--- config.mk ---
export PLATFORM = sky130hd
export DESIGN_NAME = rrx_exec
export DESIGN_NICKNAME = d
export VERILOG_FILES = /design/src/include/rrx_pkg.sv /design/src/include/rrx_dec_if.sv /design/src/hw/rrx_decode.sv /design/src/hw/rrx_exec.sv
export SDC_FILE = /design/constraint.sdc
export NUM_CORES = 1
export LEC_CHECK = 0
export BUFFER_PORTS_ARGS = -buffer_cell sky130_fd_sc_hd__buf_2
export CAP_MARGIN = 20
export CORE_MARGIN = 1.5
export CORE_UTILIZATION = 41
export DETAILED_ROUTE_END_ITERATION = 8
export HOLD_SLACK_MARGIN = 0.05
export MAX_ROUTING_LAYER = met4
export PLACE_DENSITY_LB_ADDON = 0.2
export SLEW_MARGIN = 20
export SYNTH_ARGS = -nofsm -noshare
export SYNTH_HDL_FRONTEND = slang
export SYNTH_SLANG_ARGS = --single-unit
--- constraint.sdc ---
create_clock -name CLK -period 1.5 [get_ports CLK]
set_input_delay 0 -clock CLK [delete_from_list [all_inputs] [get_ports CLK]]
set_output_delay 0 -clock CLK [all_outputs]
set_load 0.02 [all_outputs]
--- src/include/rrx_pkg.sv ---
// package: opcodes, field layout and constants of the return/rotate execution unit
// Summary of operation
// - interrupt exit pops stack into PC
// - interrupt exit sets enable bit seven
// - interrupt exit: one word, two cycles, flags kept
// - subroutine exit pops stack, two cycles, flags kept
// - literal exit loads W with literal
// - literal exit loads PC from stack top
// - left rotate shifts toward MSB through carry
// - right rotate shifts toward LSB through carry
// - destination bit: 0 to W, 1 to file
package rrx_pkg;
  localparam int unsigned PC_W   = 15;
  localparam int unsigned ADDR_W = 7;
  localparam int unsigned WORD_W = 14;
  localparam logic [2:0]  IRQ_EN_BIT = 3'h7;
  // opcode words (14-bit); rotate fields: [13:8] op, [7] dest, [6:0] address
  localparam logic [13:0] OP_RETURN = 14'h0008;
  localparam logic [13:0] OP_RETFI  = 14'h0009;
  localparam logic [5:0]  OP_RETLIT = 6'h34;
  localparam logic [5:0]  OP_ROTR   = 6'h0c;
  localparam logic [5:0]  OP_ROTL   = 6'h0d;
  localparam int unsigned OPC_LSB  = 8;
  localparam int unsigned DEST_BIT = 7;
  localparam logic [7:0]  W_RST    = 8'h00;
  localparam logic [PC_W-1:0] PC_RST = 15'h0000;
  typedef enum logic [2:0] {RRX_NONE, RRX_IEXIT, RRX_SEXIT, RRX_LEXIT,
                            RRX_ROTL, RRX_ROTR} rrx_op_type;
endpackage

--- src/include/rrx_dec_if.sv ---
// interface: decoded instruction between decoder and execution logic
interface rrx_dec_if;
  rrx_pkg::rrx_op_type      op;
  logic [7:0]               lit;
  logic [rrx_pkg::ADDR_W-1:0] addr;
  logic                     dest;
  modport dec (output op, output lit, output addr, output dest);
  modport exe (input op, input lit, input addr, input dest);
endinterface

--- src/hw/rrx_decode.sv ---
// decoder: classifies an instruction word into one of the five operations, or RRX_NONE for any other word
module rrx_decode (
  input  wire logic [rrx_pkg::WORD_W-1:0] instr,
  rrx_dec_if.dec                          dec
);
  logic [5:0] opc;
  assign opc      = instr[rrx_pkg::WORD_W-1:rrx_pkg::OPC_LSB];
  assign dec.lit  = instr[7:0];
  assign dec.addr = instr[rrx_pkg::ADDR_W-1:0];
  assign dec.dest = instr[rrx_pkg::DEST_BIT];
  always_comb
  begin
    if (instr == rrx_pkg::OP_RETFI)
      dec.op = rrx_pkg::RRX_IEXIT;
    else if (instr == rrx_pkg::OP_RETURN)
      dec.op = rrx_pkg::RRX_SEXIT;
    else if (opc == rrx_pkg::OP_RETLIT)
      dec.op = rrx_pkg::RRX_LEXIT;
    else if (opc == rrx_pkg::OP_ROTL)
      dec.op = rrx_pkg::RRX_ROTL;
    else if (opc == rrx_pkg::OP_ROTR)
      dec.op = rrx_pkg::RRX_ROTR;
    else
      dec.op = rrx_pkg::RRX_NONE;
  end
endmodule

--- src/hw/rrx_exec.sv ---
// execution unit for return and rotate-through-carry instructions
module rrx_exec (
  input  wire logic                      CLK,
  input  wire logic                      RSTN,
  input  wire logic                      CE,
  input  wire logic                      INSTR_VALID,
  input  wire logic [13:0]               INSTR,
  input  wire logic [14:0]               STACK_TOP,
  input  wire logic [7:0]                FILE_RDATA,
  input  wire logic                      CARRY_IN,
  output logic                           READY,
  output logic                           STACK_POP,
  output logic [6:0]                     FILE_ADDR,
  output logic                           FILE_WE,
  output logic [7:0]                     FILE_WDATA,
  output logic                           CARRY_WE,
  output logic                           CARRY_OUT,
  output logic                           PC_LOAD,
  output logic [14:0]                    PC_OUT,
  output logic                           GLOBAL_IRQ_ENABLE_SET,
  output logic [7:0]                     W_OUT
);
  typedef enum {S_IDLE, S_SECOND} rrx_state_type;

  rrx_dec_if dif ();
  rrx_decode u_dec (
    .instr (INSTR),
    .dec   (dif)
  );

  rrx_state_type state_q;
  rrx_state_type state_d;
  logic [7:0]    w_q;
  logic [14:0]   pc_q;
  logic          pop_q;
  logic          pcld_q;
  logic          irq_set_q;
  logic          fwe_q;
  logic          cwe_q;
  logic          cout_q;
  logic [7:0]    fwd_q;
  logic [7:0]    rot_res;
  logic          rot_c;
  logic          is_ret;
  logic          is_rot;
  logic          take;

  assign take   = CE && INSTR_VALID && (state_q == S_IDLE);
  assign is_ret = (dif.op == rrx_pkg::RRX_IEXIT) || (dif.op == rrx_pkg::RRX_SEXIT)
               || (dif.op == rrx_pkg::RRX_LEXIT);
  assign is_rot = (dif.op == rrx_pkg::RRX_ROTL) || (dif.op == rrx_pkg::RRX_ROTR);
  // returns stall the fetch for their second cycle
  assign READY  = (state_q == S_IDLE);

  always_comb
  begin
    if (dif.op == rrx_pkg::RRX_ROTL)
    begin
      rot_res = {FILE_RDATA[6:0], CARRY_IN};
      rot_c   = FILE_RDATA[7];
    end
    else
    begin
      rot_res = {CARRY_IN, FILE_RDATA[7:1]};
      rot_c   = FILE_RDATA[0];
    end
  end

  always_comb
  begin
    case (state_q)
      S_IDLE:   state_d = (take && is_ret) ? S_SECOND : S_IDLE;
      S_SECOND: state_d = S_IDLE;
      default:  state_d = S_IDLE;
    endcase
  end

  always_ff @(posedge CLK or negedge RSTN)
  begin
    if (!RSTN)
      state_q <= S_IDLE;
    else if (CE)
      state_q <= state_d;
  end

  // stack pop and program counter load pulse in the second (stall) cycle of any return
  always_ff @(posedge CLK or negedge RSTN)
  begin
    if (!RSTN)
    begin
      pop_q  <= 1'b0;
      pcld_q <= 1'b0;
      irq_set_q <= 1'h0;
      pc_q   <= rrx_pkg::PC_RST;
    end
    else if (CE)
    begin
      pop_q  <= take && is_ret;
      pcld_q <= take && is_ret;
      irq_set_q <= take && (dif.op == rrx_pkg::RRX_IEXIT);
      if (take && is_ret)
        pc_q <= STACK_TOP;
    end
  end

  // working register: literal exit or rotate with destination 0
  always_ff @(posedge CLK or negedge RSTN)
  begin
    if (!RSTN)
      w_q <= rrx_pkg::W_RST;
    else if (CE && take)
    begin
      if (dif.op == rrx_pkg::RRX_LEXIT)
        w_q <= dif.lit;
      else if (is_rot && !dif.dest)
        w_q <= rot_res;
    end
  end

  // file write-back and carry: rotates only, single cycle; returns touch no flag
  always_ff @(posedge CLK or negedge RSTN)
  begin
    if (!RSTN)
    begin
      fwe_q  <= 1'b0;
      cwe_q  <= 1'b0;
      cout_q <= 1'b0;
      fwd_q  <= 8'h00;
    end
    else if (CE)
    begin
      fwe_q <= take && is_rot && dif.dest;
      cwe_q <= take && is_rot;
      if (take && is_rot)
      begin
        cout_q <= rot_c;
        fwd_q  <= rot_res;
      end
    end
  end

  // the read address follows INSTR; a write-back lands one cycle later, so the
  // register file must keep the address of the rotate that it is writing
  assign FILE_ADDR  = dif.addr;
  assign FILE_WE    = fwe_q;
  assign FILE_WDATA = fwd_q;
  assign CARRY_WE   = cwe_q;
  assign CARRY_OUT  = cout_q;
  assign STACK_POP  = pop_q;
  assign PC_LOAD    = pcld_q;
  assign PC_OUT     = pc_q;
  assign GLOBAL_IRQ_ENABLE_SET = irq_set_q;
  assign W_OUT      = w_q;
endmodule

==> impl_metrics.tcl, run 1 <==
set metrics [dict create \
    status "finished clean" \
    rsz0062_at_grt "yes" \
    crit_fanout 17 \
    htreeDepth 2 \
    worstMarginPinSlew_ns 0.471 \
    drtAntennaViolNets 0 \
    ys_warn_count 0 \
    yosys.area.top_type "dfrtp_1" \
    synth_top_area_share_pct 52.6 \
    worstPathRequired_ns 1.68 \
    fmax_mhz 671 \
    synth.avg_cell_area_sq_um 11.7 \
    synth_adder_area_share_pct 0 \
    r2r_slack_ns 0.01 \
    drc 0 \
    clk_latency_ns 0.29 \
    period_share_pct 99.3 \
    synth_cell_types 30 \
    slew_headroom_pct 68.6 \
    synth_area_leaders "dfrtp_1 (53%), mux2_4 (6.8%), mux2i_1 (5.1%), mux2_2 (4.5%), o21ai_0 (3.7%)" \
    numCtsBuffers 5 \
    antenna_found_initial 0 \
    io_buffers 86 \
    die_area_sq_mm 0.00470 \
    power_mw 2.61 \
    hold_viol 0 \
    start_util_pct 43.4 \
    fin_hold_ws_ns 0.0588 \
    synth_area_sq_mm 0.00176 \
    synth_fp_nets 192 \
    nNetsFinal 314 \
    drv_slew 0 \
    first_pass_iters 4 \
    drt_iter0_drc 100 \
    whs_path_depth 3 \
    maxCapViolCount 0 \
    wl_um 4610 \
    ys_ff_latch 37 \
    skew_ns 0.00386 \
    yosysSeqAreaShare_pct 52.6 \
    io_pins 87 \
    synthSimpleGateAreaFrac_pct 9.17 \
    grt_usage_pct 21.7 \
    core_area_sq_mm 0.00406 \
    p_leak_nw 1.56 \
    overflow 0 \
    syn-instance-count 150 \
    critPathCaptureType "register" \
    clockBufferDepth 2 \
    hp-class "in -> reg" \
    synth_top_family_by_area "multiplexers" \
    start_kind "register" \
    max-vdd-ir-drop_mv 0.657 \
    dp_hpwl_um 3340 \
    synth_mux_area_share_pct 16.4 \
    arrival_ns 1.67 \
    die_y_um 68.5 \
    antenna_cells 0 \
    vias_per_cell 4.90 \
    post-cts-setup-buffer-count 0 \
    layout-drive-gt1-share_pct 50.0 \
    vias 1577 \
    die_w_um 68.5 \
    rows 23 \
    criticalPathCategory "reg -> reg" \
    period_needed_ns 1.49 \
    power_density_mw_per_mm2 986 \
    synth_xor_area_share_pct 0 \
    grt_pass1_wl_um 7110 \
    setup_violations 0 \
    avgRoutedWirePerCell_um 14.3 \
    tritoncts "done" \
    synth_compound_area_share_pct 15.0 \
    root_buffer "clkbuf_8" \
    cts_sinks 37 \
    grt_max_degree 22 \
    rr_worst_depth 6 \
    syn2layout_area_growth_pct 50.5 \
    clk_pin_slew_worst_paths_ns 0.07 \
    grt_pass1_vias 1456 \
    gp_congestion 0.854 \
]
==> flip-flops by register name (all words and copies together), names as in the netlist <==
| name | cells |
|---|---|
| PC_LOAD | 1 |
| PC_OUT | 15 |
| CARRY_OUT | 1 |
| state_q | 1 |
| GLOBAL_IRQ_ENABLE_SET | 1 |
| FILE_WDATA | 8 |
| CARRY_WE | 1 |
| FILE_WE | 1 |
| W_OUT | 8 |
==> layout make-up <==
class	count	area, sq um
multi-input combinational	93	746
inverter	7	26.3
tap	50	62.6
fill	334	1410
sequential	37	926
timing repair buffer	128	808
clock buffer	6	72.6
clock inverter	1	8.76
==> cell usage after synthesis <==
cell type	number
nand3b_1	1
a211oi_2	2
a21bo_2	1
o21ai_2	1
buf_4	8
a22oi_4	1
nor2b_1	1
buf_6	2
o21a_1	1
a211oi_1	6
or3_1	1
o21ai_0	13
inv_1	7
nor3_1	1
o22ai_1	2
nor2_1	10
nand2b_1	1
mux2i_1	9
nand4_1	4
nor4_1	1
mux2_4	8
dfrtp_1	37
or3b_1	1
nand2_1	10
mux2_2	7
a211o_1	1
clkbuf_1	3
and3_1	1
nor4b_1	1
a21o_1	8
==> through the flow <==
step / util [%] / setup TNS (ns) / instance area, sq um / setup WS (ns) / std cells
floorplan: - / -0.607 / 1770 / -0.0758 / 150
finish: 65.3 / 0 / 2650 / 0.0107 / 322
detailed placement: 57.7 / -2.74 / 2340 / -0.135 / 295
global route: 65.3 / -0.485 / 2650 / -0.0468 / 322
CTS: 65.0 / -0.0424 / 2640 / -0.0156 / 322
global placement: 57.7 / -2.70 / 2340 / -0.136 / 295
==> cells in the final DEF, fill, tap and decap left out, drive strengths merged <==
master and count:
a211o 1, a211oi 8, a21bo 1, a21o 8
a22oi 1, and3 1, buf 108, clkbuf 6
clkinv 1, dfrtp 37, dlygate4sd3 20, inv 7
mux2 15, mux2i 9, nand2 10, nand2b 1
nand3b 1, nand4 4, nor2 10, nor2b 1
nor3 1, nor4 1, nor4b 1, o21a 1
o21ai 14, o22ai 2, or3 1, or3b 1
==> critical path, stage by stage, from the launching register on <==
cell	delay, ns
dfrtp_1	0.34
inv_2	0.04
and3_4	0.15
o21a_1	0.14
a22oi_4	0.19
buf_12	0.20
mux2_4	0.31
==> timing repair <==
item                                    4_1_cts  5_1_grt
hold endpoints to repair                     40        0
hold buffers                                 20        0
pin swaps                                     0        0
gates resized for setup                       4        3
endpoints found under the setup margin        7       15
==> logic make-up after synthesis <==
group | Yosys count
and+or+nand+nor | 33
DFF | 37
muxes | 24
AOI/OAI and AO/OA | 36
buffers and inverters | 20
==> path summary, 6_finish.rpt <==
| check | from | endpoint |
|---|---|---|
| worst max-delay path | state_q[0] | PC_OUT[13] |
| worst min-delay path | FILE_RDATA[4] | FILE_WDATA[3] |
| worst max register to register | state_q[0] | PC_OUT[13] |
| worst min register to register | FILE_WDATA[3] | FILE_WDATA[3] |
| max in group asynchronous | RSTN | W_OUT[6] |
| min in group asynchronous | RSTN | CARRY_OUT |
==> power breakdown <==
group,switching (mW),internal [mW]
sequential,0.0727,1.14
clock,0.348,0.321
combinational,0.389,0.345
total,0.810,1.80
==> routing by layer <==
metal | share of wire, % | track usage, % | up-vias | routed length, um
met4 | 1.5 | 9.75 | 0 | 71
met5 | 0 | - | - | 0
met1 | 45 | 28.8 | 739 | 2080
met2 | 47 | 32.3 | 53 | 2180
li1 | - | - | 776 | -
met3 | 6.0 | 4.06 | 9 | 277
(Power assumes the default switching activity.)
==> run 2: changes to the inputs <==
Settings changed: CORE_UTILIZATION 41 to 43, CTS_BUF_LIST set to sky130_fd_sc_hd__clkbuf_2, RECOVER_POWER set to 50.
==> impl_metrics.tcl, run 2 (synthesis gave the netlist of run 1 again) <==
set metrics [dict create \
    status "complete, but fails checks" \
    violations "negative setup slack" \
    avgRoutedWirePerCell_um 13.8 \
    crit_family "flip-flops" \
    hold_viol 0 \
    rows 23 \
    die_y_um 67.0 \
    drv_slew 0 \
    start_kind "register" \
    layout-drive-gt1-share_pct 42.8 \
    grt_pass1_wl_um 7120 \
    syn2layout_area_growth_pct 54.8 \
    vias 1609 \
    fin_hold_ws_ns 0.0798 \
    critPathCaptureType "register" \
    final_common_cell "buf_2" \
    place_ws_ns -0.149 \
    period_share_pct 103 \
    setup_slack_ns -0.0431 \
    worst_path_max_delay_cell "dfrtp_1" \
    setup_violations 11 \
    max-vdd-ir-drop_mv 0.587 \
    clk_pin_slew_worst_paths_ns 0.20 \
    critical_path.cell_chain "inv_2, and3_4, o21a_1, a22oi_4, buf_12, mux2_4" \
    drc 0 \
    arrival_ns 1.83 \
    placedCellCount 295 \
    pwr-share-seq_pct 50.3 \
    tns_ns -0.296 \
    grt_max_degree 22 \
    overflow 0 \
    cp_slowest_stage_delay_ns 0.39 \
    htreeDepth 2 \
    grt_pass1_vias 1542 \
    slew_headroom_pct 20.0 \
    antenna_cells 0 \
    worstPathRequired_ns 1.79 \
    criticalPathCategory "reg -> reg" \
    p_sw_uw 805 \
    fmax_mhz 648 \
    wl_um 4610 \
    crit_fanout 17 \
    final_cell_mix "buf_2 (71), dfrtp_1 (37), dlygate4sd3_1 (32), buf_4 (20)" \
    fill_cells 316 \
    start_util_pct 44.3 \
    largest_reg_flops 15 \
    post-cts-setup-buffer-count 0 \
    drt_iter0_drc 132 \
    skew_ns 0.0216 \
    nNetsFinal 326 \
    pwr-share-comb_pct 31.1 \
    cts_sinks 37 \
    root_buffer "clkbuf_2" \
    die_area_sq_mm 0.00449 \
    numCtsBuffers 5 \
    hp-class "in -> reg" \
    swShare_pct 33.4 \
    gp_congestion 0.912 \
    io_buffers 86 \
    antenna_found_initial 0 \
    io_pins 87 \
    power_density_mw_per_mm2 884 \
    vias_per_cell 4.80 \
    clk_latency_ns 0.40 \
    dp_hpwl_um 3230 \
    stdcell_count 335 \
    clockPowerShare_pct 18.5 \
    clockBufferDepth 2 \
    die_w_um 67.0 \
    period_needed_ns 1.54 \
    tritoncts "done" \
    p_leak_nw 1.56 \
    p_int_mw 1.60 \
    grt_usage_pct 22.4 \
    first_pass_iters 4 \
    rsz0062_at_grt "yes" \
    path_buf_inv 2 \
    maxCapViolCount 0 \
    core_area_sq_mm 0.00397 \
    worstMarginPinSlew_ns 1.20 \
    drtAntennaViolNets 0 \
]
[run 2: cell types whose count changed in the layout (fill, tap and decap cells not counted)]
cell	previous run	this run
clkbuf_8	5	0
buf_12	1	2
buf_4	21	20
clkbuf_1	1	15
clkbuf_2	0	5
clkinv_2	0	1
clkinv_1	0	1
buf_2	86	71
dlygate4sd3_1	20	32
[run 2: cell type report]
type / instances / area, sq um / area share (%)
tap: 50 / 62.6 / 2.30
multi-input combinational: 93 / 746 / 27.4
inverter: 7 / 26.3 / 0.964
timing repair buffer: 140 / 922 / 33.8
sequential: 37 / 926 / 34.0
clock buffer: 5 / 25.0 / 0.918
clock inverter: 3 / 17.5 / 0.643
[run 2: timing repair]
item                                   in CTS  in global routing
hold buffers                               32                  0
endpoints found under the hold margin      67                  0
setup endpoints to repair                   9                 15
resized for setup                           3                  4
[run 2: worst register-to-register path, stage by stage, from the launching register on]
cell	delay (ns)
dfrtp_1	0.39
inv_2	0.04
and3_4	0.16
o21a_1	0.14
a22oi_4	0.19
buf_12	0.19
mux2_4	0.33
[run 2: final timing paths]
kind                                      end  slack [ns]  cells past startpoint     startpoint
worst min register to register  FILE_WDATA[3]        0.50                      2  FILE_WDATA[3]
worst max register to register      PC_OUT[4]       -0.04                      6     state_q[0]
min in group asynchronous            W_OUT[3]        0.36                      2           RSTN
worst max-delay path                PC_OUT[4]       -0.04                      6     state_q[0]
max in group asynchronous          PC_OUT[12]        0.44                      2           RSTN
worst min-delay path                 W_OUT[5]        0.08                      4       INSTR[5]
[run 2: metrics by stage]
stage / area, sq um / utilization, % / total power, mW
CTS: 2730 / 68.7 / 2.42
finish: 2730 / 68.6 / 2.41
global route: 2730 / 68.6 / 2.54
detailed placement: 2350 / 59.3 / 1.90
global placement: 2350 / 59.3 / 1.89
floorplan: 1770 / - / 1.60
[run 2: routing by layer]
layer,vias to the layer above,global-route usage (%),share of wire [%]
met2,66,35.1,48
met4,0,8.42,1.4
met1,741,28.3,45
li1,794,-,-
met5,-,-,0
met3,8,5.41,5.6
[run 2: power by group through the flow]
| stage | clock, mW | sequential, mW | combinational (mW) |
|---|---|---|---|
| floorplan | 0 | 1.40 | 0.201 |
| global placement | 0 | 1.23 | 0.665 |
| detailed placement | 0 | 1.23 | 0.674 |
| CTS | 0.464 | 1.21 | 0.749 |
| global route | 0.500 | 1.23 | 0.808 |
| finish | 0.446 | 1.21 | 0.750 |
==> run 3: changes to the inputs <==
Settings changed: CAP_MARGIN 20 to unset, CORE_UTILIZATION 43 to 45, SYNTH_HIERARCHICAL set to 1.
==> impl_metrics.tcl, run 3 <==
set metrics [dict create \
    fmax_mhz 665 \
    final_common_cell "buf_2" \
    setup_slack_ns -0.00332 \
    overflow 0 \
    nNetsFinal 365 \
    vias 1965 \
    clk_latency_ns 0.39 \
    wl_um 5530 \
    antenna_found_initial 0 \
    violations "negative setup slack" \
    synthArstFlopShare_pct 100 \
    die_area_sq_mm 0.00505 \
    syn2layout_area_growth_pct 48.6 \
    rsz0062_at_grt "yes" \
    largest_reg_flops 15 \
    pwr-share-comb_pct 28.6 \
    grt_max_degree 38 \
    ys.flop_type "dfrtp_1" \
    synth_area_leaders "dfrtp_1 (44%), mux2_2 (8.6%), buf_4 (6.5%), mux2i_1 (3.8%), o21ai_0 (3.1%)" \
    path_buf_inv 2 \
    antenna_cells 0 \
    synth.avg_cell_area_sq_um 11.0 \
    worstMarginPinSlew_ns 0.930 \
    dp_hpwl_um 3780 \
    htreeDepth 2 \
    gp_congestion 0.801 \
    multi_input_area_sq_um 958 \
    final_util_pct 70.1 \
    grt_pass1_wl_um 9070 \
    place_area_sq_mm 0.00268 \
    drt_iter0_drc 73 \
    final_cell_mix "buf_2 (71), dfrtp_1 (37), buf_4 (33), dlygate4sd3_1 (32), mux2_2 (16)" \
    avgRoutedWirePerCell_um 14.7 \
    vias_per_cell 5.23 \
    p_int_mw 1.74 \
    tritoncts "done" \
    root_buffer "clkbuf_2" \
    placedCellCount 334 \
    p_leak_nw 1.61 \
    clockPowerShare_pct 24.9 \
    drc 0 \
    tns_ns -0.00358 \
    grt_pass1_vias 2015 \
    power_density_mw_per_mm2 825 \
    drtAntennaViolNets 0 \
    arrival_ns 1.81 \
    fill_cells 349 \
    max-vdd-ir-drop_mv 0.604 \
    syn-instance-count 189 \
    ys_warn_count 6 \
    critical_path.cell_chain "buf_2, or3b_4, o21a_1, o32ai_4, nor2_2, nor3_4, buf_12, mux2_2" \
    core_area_sq_mm 0.00441 \
    worstPathRequired_ns 1.80 \
    swShare_pct 31.7 \
    slew_headroom_pct 38.0 \
    numCtsBuffers 5 \
    hold_viol 0 \
    clockBufferDepth 2 \
    synthTopCellsByCount "dfrtp_1 (37), buf_4 (18), mux2_2 (16), o21ai_0 (13), inv_1 (11)" \
    skew_ns 0.00725 \
    crit_fanout 16 \
    p_sw_uw 809 \
    start_util_pct 47.2 \
    hp-class "in -> reg" \
    cts_sinks 37 \
    critPathCaptureType "register" \
    fin_area_sq_mm 0.00310 \
    fin_hold_ws_ns 0.0895 \
    power_mw 2.55 \
    die_y_um 71.0 \
    io_pins 87 \
    yosys.area.top_type "dfrtp_1" \
    yosysSeqAreaShare_pct 44.4 \
    rows 24 \
    grt_usage_pct 23.6 \
    stdcell_count 376 \
    io_buffers 86 \
    place_ws_ns -0.512 \
    layout-drive-gt1-share_pct 46.0 \
    start_kind "input port" \
    synth_edf_count 0 \
    yosysMostFrequentCell "dfrtp_1" \
    setup_violations 2 \
    pwr-share-seq_pct 46.5 \
    crit_family "simple AND/OR/NAND/NOR gates" \
    cp_slowest_stage_delay_ns 0.40 \
    synth_cell_types 37 \
    status "complete, but fails checks" \
    period_needed_ns 1.50 \
    r2r_slack_ns 0.05 \
    synth_area_sq_mm 0.00208 \
    synth_top_area_share_pct 44.4 \
    worst_path_max_delay_cell "or3b_4" \
    synth_fp_nets 231 \
    criticalPathCategory "in -> reg" \
    period_share_pct 100 \
    ys_ff_latch 37 \
    seqCellArea_sq_um 926 \
    first_pass_iters 4 \
    maxCapViolCount 0 \
    die_w_um 71.0 \
    drv_slew 0 \
    clk_pin_slew_worst_paths_ns 0.20 \
]
## run 3: area by class of cell
class                   count  share of cell area (%)
repair buffers            155                    33.5
multi-input cells         113                    31.0
flip-flops and latches     37                    29.9
well taps                  52                    2.10
inverters                  11                    1.33
clock inverters             2                    1.25
clock buffers               6                   0.970
## run 3: worst register-to-register path, delay by kind of cell, from the launching register on
family	cells	cell delay (ns)
flops	1	0.45
mux	1	0.34
simple gates	2	0.41
buf+inv	1	0.17
## run 3: cells by family after synthesis
| logic type | count (synthesis) | share of synthesized area, % |
|---|---|---|
| compound gates | 64 | 22.2 |
| buf+inv | 39 | 11.5 |
| flops | 37 | 44.4 |
| mux | 24 | 12.5 |
| simple gates | 25 | 9.43 |
## run 3: power by group through the flow
stage	logic (mW)	clock network [mW]	registers, mW
2_1_floorplan	0.231	0	1.36
3_3_place_gp	0.657	0	1.20
3_5_place_dp	0.671	0	1.20
4_1_cts	0.733	0.650	1.19
5_1_grt	0.784	0.705	1.21
6_report	0.730	0.635	1.19
## run 3: what timing repair did
action / CTS / global route
endpoints found under the hold margin: 69 / 3
gates cloned: 0 / 0
pin swaps: 1 / 4
hold buffers: 29 / 3
setup endpoints to repair: 24 / 27
gates resized for setup: 2 / 6
setup buffers: 1 / 1
## run 3: final timing paths
kind | startpoint | to | cells past startpoint
min | INSTR[6] | W_OUT[6] | 4
max | INSTR[13] | PC_OUT[7] | 8
min reg2reg | CARRY_WE | CARRY_WE | 1
max in group asynchronous | RSTN | FILE_WDATA[7] | 3
max reg2reg | state_q[0] | PC_OUT[7] | 4
min in group asynchronous | RSTN | W_OUT[5] | 3
## run 3: routing by layer
metal / routed length (um) / up-vias / GRT usage (%) / share of wire (%)
met1: 2420 / 934 / 29.1 / 44
li1: - / 962 / - / -
met3: 240 / 9 / 6.41 / 4.3
met2: 2780 / 60 / 37.7 / 50
met4: 83 / 0 / 8.18 / 1.5
met5: 0 / - / - / 0
